`src/mpc_pkg.sv`:
```
// mpc_pkg: constants, field layouts and carrier types for the
// memory parity check and halt block.
// assumes one bit-time clock shared by the word timing logic.
package mpc_pkg;

  // register byte offsets, one 32-bit word each
  localparam logic [3:0] ADDR_STATUS  = 4'h0;
  localparam logic [3:0] ADDR_MASK    = 4'h4;
  localparam logic [3:0] ADDR_STATE   = 4'h8;
  localparam logic [3:0] ADDR_CONTROL = 4'hc;

  // status and mask bit positions
  localparam int EV_LOCKUP = 0;
  localparam int EV_HALT   = 1;
  localparam int EV_WIDTH  = 2;

  // state register bit positions
  localparam int ST_TRACKER = 0;
  localparam int ST_HALT    = 1;
  localparam int ST_GUARD   = 2;
  localparam int ST_RUN     = 3;
  localparam int ST_LOCKUP  = 4;

  // control register bit positions and reset value
  localparam int                CTL_CHECK_EN = 0;
  localparam logic [31:0] CTL_RESET    = 32'h0000_0001;

  // operation codes that enter the phase-5 hold state (octal in comments)
  localparam int NUM_HOLD_OPS = 12;
  localparam logic [NUM_HOLD_OPS-1:0][5:0] HOLD_OPS = {
    6'h00, 6'h02, 6'h10, 6'h20, 6'h26,          // 00 02 20 40 46
    6'h04, 6'h06, 6'h12, 6'h14, 6'h16, 6'h22, 6'h24 // 04 06 22 24 26 42 44
  };

  // panel input synchroniser depth
  localparam int SYNC_STAGES = 3;
  localparam int PANEL_WIDTH = 3;

  typedef enum logic [0:0] {
    MPC_BUS_IDLE   = 1'b0,
    MPC_BUS_ANSWER = 1'b1
  } mpc_bus_t;

  // word timing pulses from the sequencer
  typedef struct packed {
    logic phase_end_pulse;
    logic end_of_word_pulse;
    logic bit_window;
    logic q1_pulse;
  } mpc_timing_t;

  // word and phase information from memory and decode
  typedef struct packed {
    logic       memory_parity_bit;
    logic       register_serial_out;
    logic       fetch_phase;
    logic       exec_check_phase;
    logic [5:0] op_code;
    logic       instruction_end;
    logic       timeshare_cycle;
    logic       timeshare_pending;
    logic       interrupt_request;
  } mpc_word_t;

  // synchroniser state
  typedef struct packed {
    logic [PANEL_WIDTH-1:0] st1;
    logic [PANEL_WIDTH-1:0] st2;
    logic [PANEL_WIDTH-1:0] st3;
    logic [PANEL_WIDTH-1:0] stable;
  } mpc_sync_t;

  // main block state
  typedef struct packed {
    logic                parity_tracker;
    logic                halt_flag;
    logic                first_word_guard;
    logic                run_flag;
    logic                parity_error_lamp;
    logic                halt_lamp;
    logic                irq;
    logic [EV_WIDTH-1:0] status;
    logic [EV_WIDTH-1:0] mask;
    logic [31:0]         control;
    logic [31:0]         readdata;
    mpc_bus_t            bus;
  } mpc_state_t;

endpackage : mpc_pkg

```
`src/mpc_parity_halt.sv`:
```
// mpc_parity_halt: checks even parity of memory words as they shift
// out of the register, halts and locks up on error, with an
// Avalon-MM register slave and a level interrupt.
// assumes timing pulses and word signals share clk_in; panel
// switches are asynchronous and are synchronised here.
//
// Summary of operation
// - preset tracker from parity bit, toggle per one
// - tracker set at phase end halts if selected
// - stored words carry even count of ones
// - tracker and halt lock each other set
// - error lamp lit when tracker and halt set
// - lockup blocks control switch, run drops
// - halt freezes tracker; continue clears it
// - phase-5 instruction codes skip checking
// - unused phase-5 codes also skip checking
// - time-share buffer words are not checked
// - interrupt restart needs tracker clear
// - first word after start or step unchecked
// - guard set at idle phase end or step
// - guard cleared after first fetch phase
//
// Local design decisions: the Avalon-MM register port and the placing of the registers.
`timescale 1ns/10ps
module mpc_parity_halt (
  // clock and reset
  input  wire logic                clk_in,
  input  wire logic                reset_in,
  // sequencer timing and word information
  input  wire mpc_pkg::mpc_timing_t timing_in,
  input  wire mpc_pkg::mpc_word_t   word_in,
  // operator panel switches, asynchronous
  input  wire logic                parity_halt_select_in,
  input  wire logic                control_switch_run_in,
  input  wire logic                control_switch_step_in,
  // panel lamps and machine status
  output logic                     parity_error_out,
  output logic                     halt_lamp_out,
  output logic                     halt_flag_out,
  output logic                     run_flag_out,
  output logic                     irq_out,
  // avalon-mm slave
  input  wire logic [3:0]          avs_address,
  input  wire logic                avs_read,
  input  wire logic                avs_write,
  input  wire logic [31:0]         avs_writedata,
  output logic      [31:0]         avs_readdata,
  output logic                     avs_waitrequest
);

  mpc_pkg::mpc_state_t s_q;
  mpc_pkg::mpc_state_t s_d;

  logic [mpc_pkg::PANEL_WIDTH-1:0] panel_raw;
  logic [mpc_pkg::PANEL_WIDTH-1:0] panel;
  logic                            halt_select;
  logic                            sw_run;
  logic                            sw_step;

  // panel switches pass four flip-flops before use
  assign panel_raw = {control_switch_step_in, control_switch_run_in,
                      parity_halt_select_in};

  mpc_panel_sync u_sync (
    .clk_in     (clk_in),
    .reset_in   (reset_in),
    .raw_in     (panel_raw),
    .stable_out (panel)
  );

  assign halt_select = panel[0];
  assign sw_run      = panel[1];
  assign sw_step     = panel[2];

  // one comparator per phase-5 operation code
  logic [mpc_pkg::NUM_HOLD_OPS-1:0] hold_hit;
  logic                             hold_op;

  genvar gi;
  generate
    for (gi = 0; gi < mpc_pkg::NUM_HOLD_OPS; gi = gi + 1) begin : g_hold
      assign hold_hit[gi] = (word_in.op_code == mpc_pkg::HOLD_OPS[gi]);
    end
  endgenerate

  // the register cannot shift in phase 5, so those codes are exempt
  assign hold_op = |hold_hit;

  // checked-phase qualifiers
  logic check_en;
  logic checked;
  logic lockup;
  logic tracker_next;
  logic halt_set;
  logic halt_clear;
  logic bus_req;
  logic bus_take;

  assign check_en = s_q.control[mpc_pkg::CTL_CHECK_EN];

  // fetch is checked only past the guard; exec unless phase 5
  assign checked = check_en && !word_in.timeshare_cycle
                && ((word_in.fetch_phase && !s_q.first_word_guard)
                 || (word_in.exec_check_phase && !hold_op));

  assign lockup = s_q.parity_tracker && s_q.halt_flag;

  assign bus_req  = avs_read || avs_write;
  assign bus_take = bus_req && (s_q.bus == mpc_pkg::MPC_BUS_ANSWER);

  // parity tracker: halt freezes it; continue releases by clearing
  always_comb begin
    tracker_next = s_q.parity_tracker;
    if (s_q.halt_flag) begin
      if (!halt_select) begin
        tracker_next = 1'b0;
      end
    end else if (timing_in.phase_end_pulse && !word_in.timeshare_cycle) begin
      // an odd word still held in the tracker stays set, so it locks with halt
      tracker_next = word_in.memory_parity_bit || halt_set;
    end else if (!s_q.run_flag && timing_in.end_of_word_pulse) begin
      tracker_next = 1'b0;
    end else if (checked && timing_in.bit_window) begin
      // every one leaving the register flips it: even count ends clear
      tracker_next = s_q.parity_tracker ^ word_in.register_serial_out;
    end else if (!checked && timing_in.q1_pulse && !word_in.timeshare_cycle) begin
      tracker_next = 1'b0;
    end
  end

  // halt set on odd parity; clears only when the tracker is clear
  assign halt_set = s_q.parity_tracker && timing_in.phase_end_pulse
                 && !word_in.timeshare_cycle && halt_select;

  assign halt_clear = !s_q.parity_tracker
                   && ((timing_in.end_of_word_pulse && !s_q.run_flag
                        && (sw_run || sw_step))
                    || (sw_run && word_in.interrupt_request));

  // next state of everything
  always_comb begin
    s_d = s_q;

    s_d.parity_tracker = tracker_next;

    // set beats clear, so a lockup is never lost
    if (halt_set) begin
      s_d.halt_flag = 1'b1;
    end else if (halt_clear) begin
      s_d.halt_flag = 1'b0;
    end

    // first-word guard, set only outside time-share
    if (timing_in.phase_end_pulse) begin
      if ((!s_q.run_flag || sw_step) && !word_in.timeshare_cycle
          && !word_in.timeshare_pending) begin
        s_d.first_word_guard = 1'b1;
      end else if (s_q.run_flag && word_in.fetch_phase) begin
        s_d.first_word_guard = 1'b0;
      end
    end

    // run starts from the switch only with halt clear
    if (timing_in.end_of_word_pulse && !s_q.run_flag && !s_q.halt_flag
        && (sw_run || sw_step)) begin
      s_d.run_flag = 1'b1;
    end else if (timing_in.phase_end_pulse && word_in.instruction_end
        && (s_q.halt_flag || sw_step || !sw_run)) begin
      s_d.run_flag = 1'b0;
    end

    // lamps are registered together with the flags, from next state
    s_d.parity_error_lamp = s_d.parity_tracker && s_d.halt_flag;
    s_d.halt_lamp         = !s_d.parity_tracker && s_d.halt_flag;

    // sticky events; a new event wins over a write-one clear
    if (bus_take && avs_write && avs_address == mpc_pkg::ADDR_STATUS) begin
      s_d.status = s_q.status & ~avs_writedata[mpc_pkg::EV_WIDTH-1:0];
    end
    if (!lockup && s_d.parity_tracker && s_d.halt_flag) begin
      s_d.status[mpc_pkg::EV_LOCKUP] = 1'b1;
    end
    if (!s_q.halt_flag && s_d.halt_flag) begin
      s_d.status[mpc_pkg::EV_HALT] = 1'b1;
    end

    // register writes
    if (bus_take && avs_write) begin
      if (avs_address == mpc_pkg::ADDR_MASK) begin
        s_d.mask = avs_writedata[mpc_pkg::EV_WIDTH-1:0];
      end else if (avs_address == mpc_pkg::ADDR_CONTROL) begin
        s_d.control = {31'h0000_0000, avs_writedata[mpc_pkg::CTL_CHECK_EN]};
      end
    end

    s_d.irq = |(s_d.status & s_d.mask);

    // one wait cycle: read data is captured on the edge that drops waitrequest
    s_d.readdata = 32'h0000_0000;
    if (s_q.bus == mpc_pkg::MPC_BUS_IDLE && bus_req) begin
      s_d.bus = mpc_pkg::MPC_BUS_ANSWER;
      if (avs_address == mpc_pkg::ADDR_STATUS) begin
        s_d.readdata[mpc_pkg::EV_WIDTH-1:0] = s_q.status;
      end else if (avs_address == mpc_pkg::ADDR_MASK) begin
        s_d.readdata[mpc_pkg::EV_WIDTH-1:0] = s_q.mask;
      end else if (avs_address == mpc_pkg::ADDR_STATE) begin
        s_d.readdata[mpc_pkg::ST_TRACKER] = s_q.parity_tracker;
        s_d.readdata[mpc_pkg::ST_HALT]    = s_q.halt_flag;
        s_d.readdata[mpc_pkg::ST_GUARD]   = s_q.first_word_guard;
        s_d.readdata[mpc_pkg::ST_RUN]     = s_q.run_flag;
        s_d.readdata[mpc_pkg::ST_LOCKUP]  = lockup;
      end else if (avs_address == mpc_pkg::ADDR_CONTROL) begin
        s_d.readdata = s_q.control;
      end
    end else begin
      s_d.bus = mpc_pkg::MPC_BUS_IDLE;
    end
  end

  // all state in one register
  always_ff @(posedge clk_in) begin
    if (reset_in) begin
      s_q         <= '0;
      s_q.control <= mpc_pkg::CTL_RESET;
    end else begin
      s_q <= s_d;
    end
  end

  // outputs straight from flops
  assign parity_error_out = s_q.parity_error_lamp;
  assign halt_lamp_out    = s_q.halt_lamp;
  assign halt_flag_out    = s_q.halt_flag;
  assign run_flag_out     = s_q.run_flag;
  assign irq_out          = s_q.irq;
  assign avs_readdata     = s_q.readdata;
  assign avs_waitrequest  = (s_q.bus != mpc_pkg::MPC_BUS_ANSWER);
endmodule : mpc_parity_halt

```
`src/mpc_panel_sync.sv`:
```
// mpc_panel_sync: three-stage synchroniser for the panel switches.
// assumes the switches change slowly against the bit-time clock.
`timescale 1ns/10ps
module mpc_panel_sync (
  // clock and reset
  input  wire logic                             clk_in,
  input  wire logic                             reset_in,
  // raw switch levels and settled copies
  input  wire logic [mpc_pkg::PANEL_WIDTH-1:0]  raw_in,
  output logic      [mpc_pkg::PANEL_WIDTH-1:0]  stable_out
);

  mpc_pkg::mpc_sync_t s_q;
  mpc_pkg::mpc_sync_t s_d;

  // a change counts only once stages two and three agree
  always_comb begin
    s_d        = s_q;
    s_d.st1    = raw_in;
    s_d.st2    = s_q.st1;
    s_d.st3    = s_q.st2;
    s_d.stable = (s_q.st2 & s_q.st3) | (s_q.stable & (s_q.st2 ^ s_q.st3));
  end

  // stage one is read only by stage two
  always_ff @(posedge clk_in) begin
    if (reset_in) begin
      s_q <= '0;
    end else begin
      s_q <= s_d;
    end
  end

  assign stable_out = s_q.stable;

endmodule : mpc_panel_sync

```
`config.mk`:
```
export PLATFORM = sky130hd
export DESIGN_NAME = mpc_parity_halt
export DESIGN_NICKNAME = d
export VERILOG_FILES = /design/src/mpc_pkg.sv /design/src/mpc_parity_halt.sv /design/src/mpc_panel_sync.sv
export SDC_FILE = /design/constraint.sdc
export NUM_CORES = 1
export LEC_CHECK = 0
export ABC_AREA = 1
export BUFFER_PORTS_ARGS = -buffer_cell sky130_fd_sc_hd__buf_2
export CAP_MARGIN = 20
export CORE_AREA = 2 2 65 67
export CTS_BUF_LIST = sky130_fd_sc_hd__clkbuf_4 sky130_fd_sc_hd__clkbuf_8 sky130_fd_sc_hd__clkbuf_16
export CTS_CLUSTER_DIAMETER = 100
export CTS_CLUSTER_SIZE = 20
export DETAILED_ROUTE_END_ITERATION = 8
export DIE_AREA = 0 0 67 69
export HOLD_SLACK_MARGIN = 0.08
export PLACE_DENSITY_LB_ADDON = 0.25
export REMOVE_ABC_BUFFERS = 1
export SETUP_SLACK_MARGIN = 0.05
export SLEW_MARGIN = 10
export SYNTH_ARGS = -nofsm -noshare
export SYNTH_HDL_FRONTEND = slang
export SYNTH_SLANG_ARGS = --single-unit
export TNS_END_PERCENT = 100
```
`constraint.sdc`:
```
create_clock -name clk_in -period 1.76 [get_ports clk_in]
set_input_delay 0.176 -clock clk_in [delete_from_list [all_inputs] [get_ports clk_in]]
set_output_delay 0.176 -clock clk_in [all_outputs]
set_load 0.01 [all_outputs]
```
==> flow_metrics.py <==
metrics = {
    "run_status": {
        "status": "finished, final reports clean",
    },
    "critical_path": {
        "crit_type": "flop to flop",
        "worstPathMaxFanout": 4,
        "r2r_end": "halt_lamp_out",
        "cp.required_ns": 1.96,
        "regToRegSetupSlack_ns": 0.57,
        "path_delay_family": "compound AO/OA/AOI/OAI gates",
        "critPathBufInv": 1,
        "critPathLaunch": "run_flag_out",
        "path_cells": "inv_2, nand2_1, nor2_1, a21oi_1, o21ai_1, o21ai_1, nand2_1, a21oi_1",
        "reg2reg_from": "run_flag_out",
        "crit_path_top_delay_cell": "dfxtp_1",
        "arrival_ns": 1.39,
        "worstSetupEndpointType": "flop",
        "slowest_delay_ns": 0.37,
        "startpoint_type": "flop",
        "reg2regPathDepth": 8,
    },
    "pwr": {
        "leakagePower_nw": 0.903,
        "ir_drop_mv": 0.294,
        "power.density_nw_per_um2": 834,
    },
    "sta": {
        "post-route-period-util_pct": 67.5,
        "rsz0062_at_grt": "false",
        "period_needed_ns": 1.19,
        "clock_skew_ns": 0.00321,
        "setup_viol": 0,
        "fmax_ghz": 0.842,
        "slew_viol_final": 0,
        "final_hold_viol_count": 0,
        "fin_tns_setup_ns": 0,
    },
    "placed_design": {
        "dpl.hpwl_mm": 2.01,
        "gp_routability_congestion": 0.759,
        "post-place-cells": 279,
        "portBuffers": 39,
        "place_area_um2": 1580,
    },
    "routing": {
        "wl_per_cell_um": 8.56,
        "via_count": 1148,
        "drt-total-wl_mm": 2.46,
        "viasPerCell": 4.00,
        "detail-route-antenna-nets": 0,
        "dr.pass1.iters": 4,
        "drc": 0,
        "dr.first_iter.drc_count": 52,
    },
    "global_route": {
        "top_usage_layer": "met2",
        "grt_overflow": 0,
        "antenna_found_initial": 0,
        "grt.met2_usage_pct": 18.2,
        "grt_use_met1_pct": 13.1,
        "grt_pass1_wl_mm": 3.98,
        "grt_pass1_vias": 983,
        "grt_start_max_net_pins": 16,
        "use_met3_pct": 3.75,
        "grtUsageTotal_pct": 11.4,
    },
    "floorplanning": {
        "start_util_pct": 37.5,
        "core_um2": 3910,
        "fp.dieW_um": 67,
        "fp.dieH_um": 69,
        "rows": 23,
        "dieArea_um2": 4620,
        "num_io_pins": 99,
    },
    "job": {
        "cap_viol_max_count": 0,
    },
    "clocking": {
        "clk_pin_slew_ns": 0.06,
        "cts-root-buf": "clkbuf_8",
        "hold_buffers": 0,
        "cts_tree": "done",
        "ctsResizeCount": 0,
        "htree_levels": 2,
        "post_cts_buffers": 0,
        "cts_sinks": 30,
        "clkLatencyLatePin_ns": 0.27,
        "numCtsBuffers": 5,
        "clockBufferDepth": 2,
    },
    "finish": {
        "mostFrequentLayoutCells": "buf_2, nand2_1, dfxtp_1",
        "syn_to_final_growth_pct": 14.1,
        "layout-drive-gt1-share_pct": 24.9,
        "post-route-cell-area_um2": 1670,
        "layout_commonest_cell": "buf_2",
        "final_cells": 287,
        "final_nets": 300,
        "n_antenna_cell": 0,
    },
    "logic_synthesis": {
        "yosysWarnings": 0,
        "synthCells": 197,
        "netlist_area_um2": 1470,
        "syn_area_per_cell_um2": 7.45,
        "yosysSeqAreaShare_pct": 40.9,
        "ys_types": 24,
        "synth-seq-cells": 30,
    },
    "hold_path": {
        "holdPathEnd": "u_sync.s_d[8]",
        "hold_class": "input pin to flop",
        "min_from": "control_switch_step_in",
        "hold_depth": 3,
    },
}
## cells in the mapped netlist
| cell | number | area share (%) |
|---|---|---|
| xnor2_1 | 1 | 0.60 |
| ha_1 | 3 | 2.6 |
| nand2_1 | 31 | 7.9 |
| dfxtp_1 | 30 | 41 |
| a21oi_1 | 12 | 4.1 |
| nand4_1 | 1 | 0.43 |
| o21ai_1 | 6 | 2.0 |
| nor2_1 | 28 | 7.2 |
| conb_1 | 1 | 0.26 |
| inv_2 | 3 | 0.77 |
| o21ai_0 | 2 | 0.68 |
| nor2_2 | 2 | 0.85 |
| clkbuf_1 | 1 | 0.26 |
| nor2_4 | 2 | 1.5 |
| nand3_1 | 6 | 2.0 |
| a31oi_1 | 1 | 0.43 |
| inv_1 | 26 | 6.6 |
| nor3_2 | 1 | 0.68 |
| a21boi_1 | 1 | 0.51 |
| nand2_2 | 3 | 1.3 |
| nor3_1 | 1 | 0.34 |
| or3_1 | 1 | 0.43 |
| mux2i_1 | 1 | 0.68 |
| buf_4 | 33 | 17 |
## final cells by class
type / instances / area (um^2)
clock buffer: 7 / 90.1
clock inverter: 1 / 5.00
fill: 424 / 2240
inverter: 29 / 109
multi-input combinational: 130 / 604
sequential: 30 / 601
tap: 50 / 62.6
timing repair buffer: 40 / 203
## cell families (layout without fill, tap and decap cells)
family | count (synthesis) | in the layout | synth area share, %
AND/OR/NAND/NOR | 76 | 76 | 22.7
AO/OA/AOI/OAI | 22 | 22 | 7.76
flip-flops | 30 | 30 | 40.9
multiplexers | 1 | 1 | 0.682
adder cells (fa/ha/maj) | 3 | 3 | 2.56
XOR/XNOR | 1 | 1 | 0.597
buffers and inverters | 63 | 77 | 24.6
other | 1 | 27 | 0.256
## worst max path at each step
stage / cells past startpoint / endpoint / slack (ns)
4_1_cts: 8 / halt_lamp_out / 0.53
3_5_place_dp: 8 / halt_lamp_out / 0.56
2_1_floorplan: 8 / halt_lamp_out / 0.72
5_1_grt: 8 / halt_lamp_out / 0.44
3_3_place_gp: 9 / irq_out / 0.57
6_report: 8 / halt_lamp_out / 0.57
## routing by layer
metal / vias up / wire length, um / part of all wire, %
li1: 621 / - / -
met1: 475 / 1070 / 44
met2: 47 / 1110 / 45
met3: 5 / 228 / 9.3
met4: 0 / 48 / 2.0
met5: - / 0 / 0
## metrics by stage
step / power (mW) / hold slack (ns) / utilization (%) / setup WS (ns)
after floorplan: 0.789 / 0.245 / - / 0.722
after global routing: 1.47 / 0.107 / 42.8 / 0.438
after detailed placement: 0.845 / 0.382 / 40.3 / 0.555
after CTS: 1.43 / 0.0895 / 42.8 / 0.534
final: 1.40 / 0.102 / 42.8 / 0.572
after global placement: 0.844 / 0.375 / 40.3 / 0.574
## power by group
group          total [mW]  internal (mW)  leakage, nW  switching, mW
Clock               0.566          0.330       0.0517          0.236
Sequential          0.700          0.693        0.244        0.00716
Combinational       0.130         0.0477        0.607         0.0823
## flip-flops by register name, summed over array words and instances, names as in the netlist
name and flops:
irq_out 1, check_en 1, halt_flag_out 1, halt_lamp_out 1, u_sync.stable_out 3, parity_error_out 1, run_flag_out 1, u_sync.s_d 6
u_sync.s_q 3, s_q 7, avs_readdata 5
## worst min-delay path: cells and delay by family
family	cells	cell delay, ns
buffers and inverters	2	0.10
and+or+nand+nor	1	0.06
(Power assumes the default switching activity.)
